$ cat src/logic/eiau_defines.svh
// Constants for the nonvolatile indirect access unit
`ifndef EIAU_DEFINES_SVH
`define EIAU_DEFINES_SVH
`define EIAU_ARRAY_DEPTH 64
`define EIAU_ADDR_W 7
`define EIAU_DATA_W 8
`define EIAU_KEY_FIRST 8'hc9
`define EIAU_KEY_SECOND 8'h3a
`define EIAU_KEY_THIRD 8'hd3
`define EIAU_ADDR_RESET 7'h00
`define EIAU_DATA_RESET 8'h00
`define EIAU_PROG_TIME_NS 100000
`define EIAU_CLK_PERIOD_NS 25
`endif

$ cat src/logic/eiau_pkg.sv
// Types shared by the nonvolatile indirect access unit
package eiau_pkg;
    // Dedicated instruction codes presented by the core
    typedef enum logic [2:0] {
        EIAU_OP_NONE = 3'h0,
        EIAU_OP_READ_ADDR = 3'h1,
        EIAU_OP_WRITE_ADDR = 3'h2,
        EIAU_OP_READ_DATA = 3'h3,
        EIAU_OP_WRITE_DATA = 3'h4,
        EIAU_OP_FETCH = 3'h5,
        EIAU_OP_PROGRAM = 3'h6,
        EIAU_OP_KEY = 3'h7
    } eiau_op_t;

    // One instruction request from the core
    typedef struct packed {
        logic valid;
        eiau_op_t op;
        logic [7:0] accumulator;
    } eiau_req_t;

    // Answer towards the core
    typedef struct packed {
        logic done;
        logic [7:0] result;
    } eiau_rsp_t;

    // Key sequence progress
    typedef enum logic [1:0] {
        EIAU_KEY_IDLE = 2'b00,
        EIAU_KEY_GOT1 = 2'b01,
        EIAU_KEY_GOT2 = 2'b10,
        EIAU_KEY_OPEN = 2'b11
    } eiau_key_t;

    // Main sequencer
    typedef enum logic [1:0] {
        EIAU_ST_IDLE = 2'b00,
        EIAU_ST_PROG = 2'b01,
        EIAU_ST_DONE = 2'b10
    } eiau_state_t;
endpackage : eiau_pkg

$ cat src/logic/eiau_key_lock.sv
// Unlock key sequence checker and write lock state
`timescale 1ns/1ps
`default_nettype none
`include "eiau_defines.svh"
module eiau_key_lock
    import eiau_pkg::*;
(
    input wire logic core_clk_i,
    input wire logic nrst_i,
    input wire logic key_load_i,
    input wire logic [7:0] key_byte_i,
    input wire logic other_op_i,
    input wire logic relock_i,
    output logic unlocked_o,
    output logic write_lock_state_o
);
    eiau_key_t key_reg;
    eiau_key_t key_next;
    // Expected byte for the current step
    wire logic [7:0] expect_byte = (key_reg == EIAU_KEY_IDLE) ? `EIAU_KEY_FIRST :
                                   (key_reg == EIAU_KEY_GOT1) ? `EIAU_KEY_SECOND :
                                   `EIAU_KEY_THIRD;
    wire logic hit = key_byte_i == expect_byte;

    // Next step; wrong or broken order restarts, first code may restart it
    always_comb begin
        key_next = key_reg;
        if (relock_i) begin
            key_next = EIAU_KEY_IDLE;
        end else if (key_load_i) begin
            case (key_reg)
                EIAU_KEY_IDLE: key_next = hit ? EIAU_KEY_GOT1 : EIAU_KEY_IDLE;
                EIAU_KEY_GOT1: key_next = hit ? EIAU_KEY_GOT2 :
                    (key_byte_i == `EIAU_KEY_FIRST) ? EIAU_KEY_GOT1 : EIAU_KEY_IDLE;
                EIAU_KEY_GOT2: key_next = hit ? EIAU_KEY_OPEN :
                    (key_byte_i == `EIAU_KEY_FIRST) ? EIAU_KEY_GOT1 : EIAU_KEY_IDLE;
                EIAU_KEY_OPEN: key_next = (key_byte_i == `EIAU_KEY_FIRST) ?
                    EIAU_KEY_GOT1 : EIAU_KEY_IDLE;
                default: key_next = EIAU_KEY_IDLE;
            endcase
        end else if (other_op_i && key_reg != EIAU_KEY_OPEN) begin
            key_next = EIAU_KEY_IDLE;
        end
    end

    // State register
    always_ff @(posedge core_clk_i or negedge nrst_i) begin
        if (!nrst_i) begin
            key_reg <= EIAU_KEY_IDLE;
        end else begin
            key_reg <= key_next;
        end
    end

    assign unlocked_o = key_reg == EIAU_KEY_OPEN;
    // Lock bit reads one while locked
    assign write_lock_state_o = ~unlocked_o;

    relock_key_a: assert property (@(posedge core_clk_i) disable iff (!nrst_i)
        relock_i |=> write_lock_state_o) else $error("lock not set after write");
    open_cause_a: assert property (@(posedge core_clk_i) disable iff (!nrst_i)
        $rose(unlocked_o) |-> $past(key_load_i) && $past(key_byte_i) == `EIAU_KEY_THIRD)
        else $error("unlock without third code");
    unlock_seen_c: cover property (@(posedge core_clk_i) disable iff (!nrst_i) $rose(unlocked_o));
endmodule : eiau_key_lock
`default_nettype wire

$ cat src/logic/eiau_array.sv
// Byte array storage for the nonvolatile block
`timescale 1ns/1ps
`default_nettype none
`include "eiau_defines.svh"
module eiau_array #(
    parameter int DEPTH = `EIAU_ARRAY_DEPTH,
    parameter int AW = 6
) (
    input wire logic core_clk_i,
    input wire logic wr_en_i,
    input wire logic [AW-1:0] addr_i,
    input wire logic [7:0] wdata_i,
    output logic [7:0] rdata_o
);
    logic [7:0] mem [DEPTH];
    // Synchronous write, registered read
    always_ff @(posedge core_clk_i) begin
        if (wr_en_i) begin
            mem[addr_i] <= wdata_i;
        end
        rdata_o <= mem[addr_i];
    end
endmodule : eiau_array
`default_nettype wire

$ cat src/logic/eiau_unit.sv
// Indirect access unit between core instructions and the byte array
`timescale 1ns/1ps
`default_nettype none
`include "eiau_defines.svh"
module eiau_unit
    import eiau_pkg::*;
#(
    parameter int PROG_CYCLES = (`EIAU_PROG_TIME_NS + `EIAU_CLK_PERIOD_NS - 1) /
                                `EIAU_CLK_PERIOD_NS
) (
    input wire logic core_clk_i,
    input wire logic nrst_i,
    input wire eiau_req_t req_i,
    input wire logic write_done_irq_enable_i,
    input wire logic global_irq_enable_i,
    input wire logic flag_clear_i,
    output eiau_rsp_t rsp_o,
    output logic busy_o,
    output logic write_done_flag_o,
    output logic irq_o,
    output logic write_lock_state_o
);
    // ************************************************************
    // Decode
    // ************************************************************
    localparam int CW = $clog2(PROG_CYCLES + 1);
    localparam int AW = $clog2(`EIAU_ARRAY_DEPTH);

    // Opcode match, used for every instruction strobe
    function automatic logic is_op(input eiau_req_t r, input eiau_op_t o);
        return r.valid && r.op == o;
    endfunction

    eiau_state_t state_reg;
    eiau_state_t state_next;
    logic [`EIAU_ADDR_W-1:0] array_address_reg;
    logic [`EIAU_DATA_W-1:0] array_data_reg;
    logic write_done_flag_reg;
    logic [CW-1:0] count_reg;
    logic fetch_pend_reg;
    eiau_rsp_t rsp_reg;
    logic unlocked;
    logic [7:0] array_rdata;

    // Array reached only through these instruction strobes
    // Requests are refused while programming runs
    wire logic take = state_reg == EIAU_ST_IDLE;
    wire logic do_raddr = take && is_op(req_i, EIAU_OP_READ_ADDR);
    wire logic do_waddr = take && is_op(req_i, EIAU_OP_WRITE_ADDR);
    wire logic do_rdata = take && is_op(req_i, EIAU_OP_READ_DATA);
    wire logic do_wdata = take && is_op(req_i, EIAU_OP_WRITE_DATA);
    wire logic do_fetch = take && is_op(req_i, EIAU_OP_FETCH);
    wire logic do_prog = take && is_op(req_i, EIAU_OP_PROGRAM);
    wire logic do_key = take && is_op(req_i, EIAU_OP_KEY);
    wire logic prog_go = do_prog && unlocked;
    wire logic prog_end = state_reg == EIAU_ST_PROG && count_reg == CW'(PROG_CYCLES - 1);
    wire logic commit = prog_end;
    wire logic other_op = take && req_i.valid && !do_key && !do_prog;

    // ************************************************************
    // Submodules
    // ************************************************************
    // Sequence restart and relock
    eiau_key_lock u_key (
        .core_clk_i(core_clk_i),
        .nrst_i(nrst_i),
        .key_load_i(do_key),
        .key_byte_i(req_i.accumulator),
        .other_op_i(other_op),
        .relock_i(do_prog),
        .unlocked_o(unlocked),
        .write_lock_state_o(write_lock_state_o)
    );

    // Sixty-four byte store; top address bit is ignored
    eiau_array #(
        .DEPTH(`EIAU_ARRAY_DEPTH),
        .AW(AW)
    ) u_array (
        .core_clk_i(core_clk_i),
        .wr_en_i(commit),
        .addr_i(array_address_reg[AW-1:0]),
        .wdata_i(array_data_reg),
        .rdata_o(array_rdata)
    );

    // ************************************************************
    // Sequencer
    // ************************************************************
    // Programming time elapses before the done flag rises
    always_comb begin
        state_next = state_reg;
        case (state_reg)
            EIAU_ST_IDLE: state_next = prog_go ? EIAU_ST_PROG : EIAU_ST_IDLE;
            EIAU_ST_PROG: state_next = prog_end ? EIAU_ST_DONE : EIAU_ST_PROG;
            EIAU_ST_DONE: state_next = EIAU_ST_IDLE;
            default: state_next = EIAU_ST_IDLE;
        endcase
    end

    // State and program timer
    always_ff @(posedge core_clk_i or negedge nrst_i) begin
        if (!nrst_i) begin
            state_reg <= EIAU_ST_IDLE;
            count_reg <= '0;
        end else begin
            state_reg <= state_next;
            count_reg <= (state_reg == EIAU_ST_PROG) ? count_reg + CW'(1) : '0;
        end
    end

    // ************************************************************
    // Registers
    // ************************************************************
    // Address register; loaded from accumulator
    always_ff @(posedge core_clk_i or negedge nrst_i) begin
        if (!nrst_i) begin
            array_address_reg <= `EIAU_ADDR_RESET;
        end else if (do_waddr) begin
            array_address_reg <= req_i.accumulator[`EIAU_ADDR_W-1:0];
        end
    end

    always_ff @(posedge core_clk_i or negedge nrst_i) begin
        if (!nrst_i) begin
            array_data_reg <= `EIAU_DATA_RESET;
        end else if (fetch_pend_reg) begin
            array_data_reg <= array_rdata;
        end else if (do_wdata) begin
            array_data_reg <= req_i.accumulator;
        end
    end

    // Fetch needs one cycle for the array read port
    always_ff @(posedge core_clk_i or negedge nrst_i) begin
        if (!nrst_i) begin
            fetch_pend_reg <= 1'b0;
        end else begin
            fetch_pend_reg <= do_fetch;
        end
    end

    // Done flag; set wins over clear
    always_ff @(posedge core_clk_i or negedge nrst_i) begin
        if (!nrst_i) begin
            write_done_flag_reg <= 1'b0;
        end else if (prog_end) begin
            // Flag rises together with the program answer
            write_done_flag_reg <= 1'b1;
        end else if (flag_clear_i) begin
            write_done_flag_reg <= 1'b0;
        end
    end

    // ************************************************************
    // Answers
    // ************************************************************
    // Results to accumulator; fetch returns zero as its value is undefined
    wire logic [7:0] result_mux = do_raddr ? {1'b0, array_address_reg} :
                                  do_rdata ? array_data_reg : 8'h00;
    always_ff @(posedge core_clk_i or negedge nrst_i) begin
        if (!nrst_i) begin
            rsp_reg <= '0;
        end else begin
            rsp_reg.done <= take && req_i.valid && !do_fetch && !prog_go;
            rsp_reg.result <= result_mux;
        end
    end

    // Fetch answers one cycle before the data register lands; program answers in the done state
    assign rsp_o.done = rsp_reg.done || fetch_pend_reg || state_reg == EIAU_ST_DONE;
    assign rsp_o.result = rsp_reg.result;
    assign busy_o = state_reg != EIAU_ST_IDLE;
    assign write_done_flag_o = write_done_flag_reg;
    assign irq_o = write_done_flag_reg && write_done_irq_enable_i && global_irq_enable_i;

    // ************************************************************
    // Checks
    // ************************************************************
    prog_locked_a: assert property (@(posedge core_clk_i) disable iff (!nrst_i)
        do_prog && !unlocked |=> state_reg == EIAU_ST_IDLE) else $error("locked write ran");
    prog_flag_a: assert property (@(posedge core_clk_i) disable iff (!nrst_i)
        prog_go |-> ##(PROG_CYCLES + 1) write_done_flag_o) else $error("no done flag");
    irq_gate_a: assert property (@(posedge core_clk_i) disable iff (!nrst_i)
        irq_o |-> write_done_flag_o && write_done_irq_enable_i && global_irq_enable_i)
        else $error("irq without enables");
    addr_load_a: assert property (@(posedge core_clk_i) disable iff (!nrst_i)
        do_raddr |=> rsp_o.result == {1'b0, $past(array_address_reg)})
        else $error("address readback wrong");
    data_load_a: assert property (@(posedge core_clk_i) disable iff (!nrst_i)
        do_wdata |=> array_data_reg == $past(req_i.accumulator)) else $error("data load lost");
    fetch_done_a: assert property (@(posedge core_clk_i) disable iff (!nrst_i)
        do_fetch |=> rsp_o.done ##1 array_data_reg == $past(array_rdata))
        else $error("fetch wrong");
    lock_after_a: assert property (@(posedge core_clk_i) disable iff (!nrst_i)
        state_reg == EIAU_ST_PROG |-> write_lock_state_o) else $error("unlocked while programming");
    prog_cov_c: cover property (@(posedge core_clk_i) disable iff (!nrst_i) prog_go);
    irq_cov_c: cover property (@(posedge core_clk_i) disable iff (!nrst_i) $rose(irq_o));
    fetch_cov_c: cover property (@(posedge core_clk_i) disable iff (!nrst_i) do_fetch);
endmodule : eiau_unit
`default_nettype wire

$ cat config.mk
export PLATFORM = sky130hd
export DESIGN_NAME = eiau_unit
export DESIGN_NICKNAME = d
export VERILOG_FILES = /design/src/logic/eiau_pkg.sv /design/src/logic/eiau_key_lock.sv /design/src/logic/eiau_array.sv /design/src/logic/eiau_unit.sv
export VERILOG_INCLUDE_DIRS = /design/src /design/src/logic
export SDC_FILE = /design/constraint.sdc
export NUM_CORES = 1
export LEC_CHECK = 0
export BUFFER_PORTS_ARGS = -buffer_cell sky130_fd_sc_hd__clkbuf_2
export CORE_UTILIZATION = 55
export DETAILED_ROUTE_END_ITERATION = 16
export GPL_TIMING_DRIVEN = 0
export HOLD_SLACK_MARGIN = 0.02
export MAX_ROUTING_LAYER = met4
export PLACE_DENSITY_LB_ADDON = 0.3
export SYNTH_ARGS = -nofsm -noshare
export SYNTH_HDL_FRONTEND = slang
export SYNTH_HIERARCHICAL = 1
export SYNTH_SLANG_ARGS = --single-unit
$ cat constraint.sdc
create_clock -name core_clk_i -period 3.6 [get_ports core_clk_i]
set_input_delay 0.18 -clock core_clk_i [delete_from_list [all_inputs] [get_ports core_clk_i]]
set_output_delay 0.18 -clock core_clk_i [all_outputs]
set_load 0.1 [all_outputs]
# After elaboration in Yosys (flattened, before gate mapping)
# Memory sizes are Yosys's and may differ from the RTL's. A register that Yosys moved wholly into a read port is not among the register bits.
# Cells that the tools add are included.
totals:
  regBits: 42
  ramBits: 512
  input_bits: 17
  elab_cells: 86
  n_memories: 1
op_classes:
  n_addsub: 1
  n_eq_ne: 16
  muxes: 22
  bitwise: 1
  reduce_logical: 36
mem_list:
  columns: ["memory", "words", "word_bits", "read_ports", "rd_ports_with_merged_regs", "write_ports", "line_no", "rtl"]
  rows:
  - ["u_array.mem", 64, 8, 1, 1, 1, "eiau_array.sv:15", "logic [7:0] mem [DEPTH];"]
ops:
  columns: ["operator", "n"]
  rows:
  - ["8-bit 2-to-1 mux", 6]
  - ["1-bit logical AND", 24]
  - ["12-bit by 1-bit adder with 12-bit output, second input constant", 1]
  - ["12-bit equality test, second input constant", 1]
  - ["3-bit equality test, second input constant", 4]
  - ["12-bit 2-to-1 mux", 1]
  - ["2-bit 2-to-1 mux", 6]
  - ["8-bit equality test", 1]
  - ["8-bit equality test, second input constant", 1]
  - ["2-bit one-hot mux with 4 select lines", 1]
  - ["1-bit 2-to-1 mux", 7]
  - ["2-bit equality test, second input constant", 3]
  - ["3-bit by 2-bit equality test with 1-bit output, second input constant", 2]
  - ["2-bit nonzero test", 3]
  - ["2-bit by 1-bit equality test with 1-bit output, second input constant", 2]
  - ["1-bit zero test", 4]
  - ["2-bit zero test", 2]
  - ["2-bit one-hot mux with 2 select lines", 1]
  - ["3-bit by 1-bit equality test with 1-bit output, second input constant", 1]
  - ["3-bit nonzero test", 1]
  - ["1-bit logical OR", 2]
  - ["2-bit != test, second input constant", 1]
  - ["1-bit NOT", 1]

# Depth between registers and ports, before layout
# Gate-level depths: netlist (run 1).
logic_depth:
  ltp_word: 10
  mapped_depth: 10
  ltp_nobuf: 7

# By module
# The synthesis (run 1) kept the hierarchy.
modules_own_cells:
  columns: ["module", "instances", "cells_per_inst", "area_per_inst_um2"]
  rows:
  - ["eiau_array", 1, 1171, 20449.6]
  - ["eiau_unit", 1, 171, 1874.3]
  - ["eiau_key_lock", 1, 32, 231.5]

# Worst setup path before layout (run 1)
# Ideal clock, no wire load.
synth_path:
  path_kind: "flip-flop to output port"
  start: "register state_reg[1]"
  end: "output rsp_o[8] (netlist bit)"
  arrival_time_ps: 2550
  required_ps: 3420
  setup_slack_ps: 870
  stages_incl_launch_ff: 3
  n_path_buf: 0
  cell_sequence: "dfrtp_1 -> inv_1 -> o21ai_0"
synth_lines:
  columns: ["element", "line_no", "rtl"]
  rows:
  - ["start, declared", "eiau_unit.sv:34", "eiau_state_t state_reg;"]
  - ["start signal, assigned", "eiau_unit.sv:107", "state_reg <= state_next;"]
  - ["end, declared", "eiau_unit.sv:17", "output eiau_rsp_t rsp_o,"]

# Final worst setup path (run 1)
layout_path:
  start: "register array_address_reg[2]"
  end: "memory u_array.mem[4][0] (enable)"
layout_lines:
  columns: ["element", "line_no", "rtl"]
  rows:
  - ["start, declared", "eiau_unit.sv:36", "logic [`EIAU_ADDR_W-1:0] array_address_reg;"]
  - ["start signal, assigned", "eiau_unit.sv:118", "array_address_reg <= `EIAU_ADDR_RESET;"]
  - ["start signal, assigned", "eiau_unit.sv:120", "array_address_reg <= req_i.accumulator[`EIAU_ADDR_W-1:0];"]
  - ["end, declared", "eiau_array.sv:15", null]
# Straight into the memory's write port.

==> results of run 1 <==
-- repair_timing --
| item | 4_1_cts | 5_1_grt |
|---|---|---|
| setup endpoints to repair | 507 | 450 |
| endpoints found under the hold margin | 60 | 0 |
| resized for setup | 83 | 56 |
| hold buffers | 14 | 0 |
-- layer usage --
layer,GRT usage,up-vias
met1,0.407,6987
met4,0.174,0
met5,-,-
li1,-,5726
met2,0.464,980
met3,0.0743,206
-- Yosys cell counts (all sizes together), types with 5 or more instances --
master	n
a221o	11
a221oi	22
and4	6
clkbuf	41
o22a	11
and3	11
a21oi	36
o31ai	7
nor2b	8
edfxtp	512
nor4	5
or4	5
nand3	16
nand2	57
dfxtp	8
nor2	100
nand3b	13
mux4	41
o221ai	9
o21ai	25
o2bb2ai	8
a211oi	6
or3	6
mux2i	64
nand2b	30
or3b	6
nand4	7
a2bb2oi	5
buf	54
a22oi	40
a31oi	24
inv	10
o22ai	23
a32oi	7
mux2	19
a22o	17
dfrtp	42
and2	12
-- layout make-up --
cell class                 instances  area [sq um]
fill                            2766         14200
clock inverter                    24           188
inverter                          10          37.5
tap                              525           657
multi-input combinational        707          5960
sequential                       562         16600
clock buffer                      77          1490
buffer                            94           483
timing repair buffer              51           453
antenna                            1          2.50
-- how the worst min path moves through the flow --
stage	endpoint	depth (start not counted)
after global placement	write_done_flag_o$_DFFE_PN0P_	2
after global routing	u_key/key_reg[0]$_DFFE_PN0P_	6
after detailed placement	write_done_flag_o$_DFFE_PN0P_	2
final	u_key/key_reg[0]$_DFFE_PN0P_	6
after CTS	u_key/key_reg[0]$_DFFE_PN0P_	6
after floorplan	array_address_reg[0]$_DFFE_PN0P_	0
-- worst min-delay path: cells and delay by family --
kind                   cells  cell delay (ns)
AOI/OAI and AO/OA          3             0.21
buffers and inverters      1             0.11
and+or+nand+nor            2             0.14
-- through the flow --
step | total power (W) | worst slack (ns) | hold slack [ns]
floorplan | 0.00971 | 0.870 | -0.116
finish | 0.0166 | -0.221 | 0.0839
global route | 0.0170 | -0.158 | 0.112
detailed placement | 0.0111 | -0.655 | 0.378
CTS | 0.0165 | -0.275 | 0.0596
global placement | 0.0110 | -0.495 | 0.369
-- power by group through the flow --
stage / clock [W] / sequential, W / combinational [W]
after global routing: 0.00571 / 0.00795 / 0.00336
after CTS: 0.00547 / 0.00793 / 0.00312
after floorplan: 0 / 0.00813 / 0.00159
after global placement: 0 / 0.00846 / 0.00254
after detailed placement: 0 / 0.00807 / 0.00307
final: 0.00542 / 0.00793 / 0.00329
-- kinds of logic after synthesis --
kind of cell,count (synthesis),synth area share
muxes,124,0.0800
xor gates and xnor gates,3,0.00117
DFF,562,0.735
and+or+nand+nor,305,0.0711
AOI/OAI and AO/OA,274,0.0888
buffers and inverters,105,0.0231
adders and majority gates,1,0.000555
==> impl_metrics.toml, run 1 <==
[run_status]
status = "complete, but fails checks"
violations = "negative setup slack"

[cts]
clk_latency_ns = 0.60
clkTransAtPathRegs_ns = 0.06
h-tree-depth = 2
root_buffer = "clkbuf_16"
cts_tree = "yes"
cts_buffer_depth = 3
cts_made_buffers = 54
cts_sinks = 562
cts_setup_buffers = 0

[global_routing]
grt_pass1_vias = 13400
overflow = 0
antenna_found_initial = 1
grtUsageTotal = 0.315
grt_max_degree = 55
grt_pass1_wl_microns = 89700

[critical_path]
timing.rr.start = "array_address_reg[2]$_DFFE_PN0P_"
worst-r2r-setup-slack_ns = -0.22
path_class = "reg -> reg"
path_buf_inv = 4
crit_start = "array_address_reg[2]$_DFFE_PN0P_"
path_max_fanout = 10
critPathMaxStageDelay_ns = 0.64
cp-end-kind = "register"
crit_path_end = "u_array/mem[4][0]$_DFFE_PP_"
start_kind = "register"
required_ns = 3.83
reg2regPathDepth = 6
cpMaxStageDelayCell = "nor2_2"
cp_cell_sequence = "buf_2 > buf_2 > buf_2 > buf_2 > nand3_2 > nor2_2"
rr_endpoint = "u_array/mem[4][0]$_DFFE_PP_"
critical_path.top_delay_family = "buffers and inverters"
crit_arrival_ns = 4.05
crit_cells = 6
crit_top_cell = "buf_2"

[floorplan]
die-area_sq_um = 41800
die-height_microns = 205
start_util = 0.563
die_w_microns = 205
core.rowCount = 73
io-pin-count = 30
coreArea_sq_um = 40100

[synth]
yosys.cell_types.count = 74
syn_inst = 1374
synth_edf_count = 512
yosys.area.top_type_share = 0.682
ys_seq_area_frac = 0.735
synthArstFlopShare = 0.0747
synth_area_leaders = "edfxtp_1 68%, dfrtp_1 4.7%, mux4_2 4.1%"
avgSynthCellArea_sq_um = 16.4
syn_area_sq_um = 22600
synth_warnings = 6
synth.ff_latch_count = 562
synth_fp_nets = 1392
synth_ff_type = "edfxtp_1"
synth_area_leader_cell = "edfxtp_1"

[power_and_ir_drop]
cellLeakagePower_nw = 8.38
switchingPower_w = 0.00486
power.internal_w = 0.0118
p_sw_frac = 0.292
p_seq_frac = 0.476
power_frac_clock = 0.326
max-vdd-ir-drop_v = 0.000458
power_density_nw_per_um2 = 644
p_comb_frac = 0.198

[drt]
wl_met3_microns = 7410
routed_via_density = 6.78
highest_layer = "met4"
drc_errors = 0
routed_wl_microns = 62400
wire_per_inst_microns = 30.4
m1WireLength_microns = 23200
wl_met2_microns = 28300
final_antenna_net_count = 0
dr.pass1.iters = 5
drt_iter0_drc = 1959
route.vias.total = 13900

[cells_and_area]
layout_common_cells = "512 x edfxtp_1, 64 x mux2i_1, 58 x nor2_4"
syn2layout_area_growth_pct = 14.7
fin_cells = 2051
largest_register_ffs = 512
drive_gt1_frac = 0.205
fin_util = 0.645
fin_area_sq_um = 25900
fin_nets = 1498
final_common_cell = "edfxtp_1"

[sta]
skew_ns = 0.0122
fmax_ghz = 0.262
worstMarginPinSlew_ns = 1.12
slew_headroom = 0.254
slew_violations = 0
min_period_ns = 3.82
setup_violations = 160
hold_viol_final = 0
setup_tns_ns = -14.14
rsz0062_at_grt = "true"
finalCritPeriodShare = 1.06
worst_slack_ns = -0.221

[min_path]
hp-start = "req_i[11]"
min_path_type = "in -> reg"

[placement]
dp_cells = 1936
port_buffers = 29
placed_area_sq_um = 23500
gp_congestion = 1.03
dp_hpwl_microns = 40800

[job]
cap_violations = 0
Note: power is estimated with default switching activity, not from simulation.
==> inputs of run 2 (changes only) <==
--- a/config.mk
+++ b/config.mk
@@ -13,6 +13,7 @@
 export HOLD_SLACK_MARGIN = 0.02
 export MAX_ROUTING_LAYER = met4
 export PLACE_DENSITY_LB_ADDON = 0.3
+export SKIP_LAST_GASP = 1
 export SYNTH_ARGS = -nofsm -noshare
 export SYNTH_HDL_FRONTEND = slang
 export SYNTH_HIERARCHICAL = 1
==> run 2 against run 1 <==
The run still ends with negative setup slack left. Clock power about the same. Clock skew up 0.0017 ns. Combinational power about the same. Design area up 0.12%. Highest routed layer unchanged.
==> impl_metrics.toml, run 2 (synthesized netlist as in run 1, its figures left out) <==
[run_status]
status = "complete, but fails checks"
violations = "negative setup slack"

[cells_and_area]
fin_nets = 1498
largest_register_ffs = 512
drive_gt1_frac = 0.205
fin_area_sq_um = 25900
layout_common_cells = "512 x edfxtp_1, 64 x mux2i_1, 63 x nor2_4"
regArea_sq_um = 16600
fin_util = 0.646
final_common_cell = "edfxtp_1"
n_fill_cell = 2755
multiInputGateArea_sq_um = 5990
syn2layout_area_growth_pct = 14.8

[critical_path]
worst-r2r-setup-slack_ns = -0.11
start_kind = "register"
timing.rr.start = "array_address_reg[0]$_DFFE_PN0P_"
path_max_fanout = 10
path_class = "reg -> reg"
rr_endpoint = "u_array/mem[21][2]$_DFFE_PP_"
cp-end-kind = "register"
reg2regPathDepth = 6
required_ns = 3.85
crit_arrival_ns = 3.96

[placement]
placed_area_sq_um = 23500
port_buffers = 29
gp_congestion = 1.03
place_ws_ns = -0.655
dp_hpwl_microns = 40800

[global_routing]
grtUsageTotal = 0.316
antenna_found_initial = 1
grt_pass1_wl_microns = 89700
overflow = 0
grt_pass1_vias = 13400
grt_max_degree = 55

[cts]
clk_latency_ns = 0.60
cts_tree = "yes"
root_buffer = "clkbuf_16"
cts_made_buffers = 54
clkTransAtPathRegs_ns = 0.06
cts_setup_buffers = 0
cts_buffer_depth = 3
h-tree-depth = 2
cts_sinks = 562

[drt]
route.vias.total = 13900
routed_via_density = 6.76
wire_per_inst_microns = 30.4
highest_layer = "met4"
drc_errors = 0
drt_iter0_drc = 1889
wl_met3_microns = 7390
wl_met2_microns = 28400
final_antenna_net_count = 0
dr.pass1.iters = 6
m1WireLength_microns = 23100
routed_wl_microns = 62400

[sta]
slew_headroom = 0.227
worstMarginPinSlew_ns = 1.16
finalCritPeriodShare = 1.03
slew_violations = 0
worst_slack_ns = -0.115
min_period_ns = 3.71
hold_viol_final = 0
setup_violations = 202
rsz0062_at_grt = "true"
fmax_ghz = 0.269
skew_ns = 0.0139
setup_tns_ns = -9.35

[min_path]
hp-start = "req_i[11]"
min_path_cells = 6
holdPathEnd = "u_key/key_reg[0]$_DFFE_PN0P_"
min_path_type = "in -> reg"

[floorplan]
die-area_sq_um = 41800
die_w_microns = 205
io-pin-count = 30
start_util = 0.563
coreArea_sq_um = 40100
die-height_microns = 205
core.rowCount = 73

[power_and_ir_drop]
power_density_nw_per_um2 = 643
cellLeakagePower_nw = 8.39
max-vdd-ir-drop_v = 0.000458

[job]
cap_violations = 0
## run 2: repair_timing
item | in CTS | in global routing
resized for setup | 80 | 65
endpoints found under the hold margin | 60 | 0
setup endpoints to repair | 507 | 449
hold buffers | 14 | 0
## run 2: layout make-up
type                            count  area share
Antenna cell                        1   0.0000966
Clock buffer                       77      0.0575
Buffer                             94      0.0187
Timing Repair Buffer               51      0.0175
Multi-Input combinational cell    707       0.231
Clock inverter                     24     0.00725
Sequential cell                   562       0.641
Tap cell                          525      0.0254
Inverter                           10     0.00145
## run 2: through the flow
stage / std cells / hold slack (ns) / total power (W)
3_3_place_gp: 1928 / 0.369 / 0.0110
5_1_grt: 2051 / 0.112 / 0.0170
2_1_floorplan: 1374 / -0.116 / 0.00971
6_report: 2051 / 0.0783 / 0.0166
4_1_cts: 2050 / 0.0596 / 0.0165
3_5_place_dp: 1936 / 0.378 / 0.0111
## run 2: critical path, cell delays in order, from the launching register on
cell and delay (ns):
dfrtp_1 0.41, buf_4 0.30, nor2b_1 0.47, clkbuf_2 0.42, clkbuf_1 0.53, nand3_2 0.65
nor2_4 0.56
## run 2: power by group
part / total [W] / switching [W] / internal, W / leakage [nW]
combinational: 0.00329 / 0.00228 / 0.00102 / 2.37
clock: 0.00542 / 0.00234 / 0.00308 / 0.817
sequential: 0.00793 / 0.000246 / 0.00769 / 5.21
total: 0.0166 / 0.00486 / 0.0118 / 8.39
## run 2: worst max-delay path by stage
stage | from | endpoint | slack, ns
finish | array_address_reg[0]$_DFFE_PN0P_ | u_array/mem[21][2]$_DFFE_PP_ | -0.11
global placement | array_address_reg[0]$_DFFE_PN0P_ | u_array/mem[21][7]$_DFFE_PP_ | -0.50
CTS | array_address_reg[2]$_DFFE_PN0P_ | u_array/mem[7][0]$_DFFE_PP_ | -0.28
global route | count_reg[0]$_DFF_PN0_ | u_array/mem[34][5]$_DFFE_PP_ | -0.13
floorplan | state_reg[1]$_DFF_PN0_ | rsp_o[8] | 0.87
detailed placement | array_address_reg[0]$_DFFE_PN0P_ | u_array/mem[21][1]$_DFFE_PP_ | -0.65
## run 2: layer usage
| metal | vias to the layer above | GRT usage |
|---|---|---|
| met3 | 200 | 0.0768 |
| met2 | 931 | 0.466 |
| met1 | 7011 | 0.404 |
| li1 | 5719 | - |
| met5 | - | - |
| met4 | 0 | 0.175 |
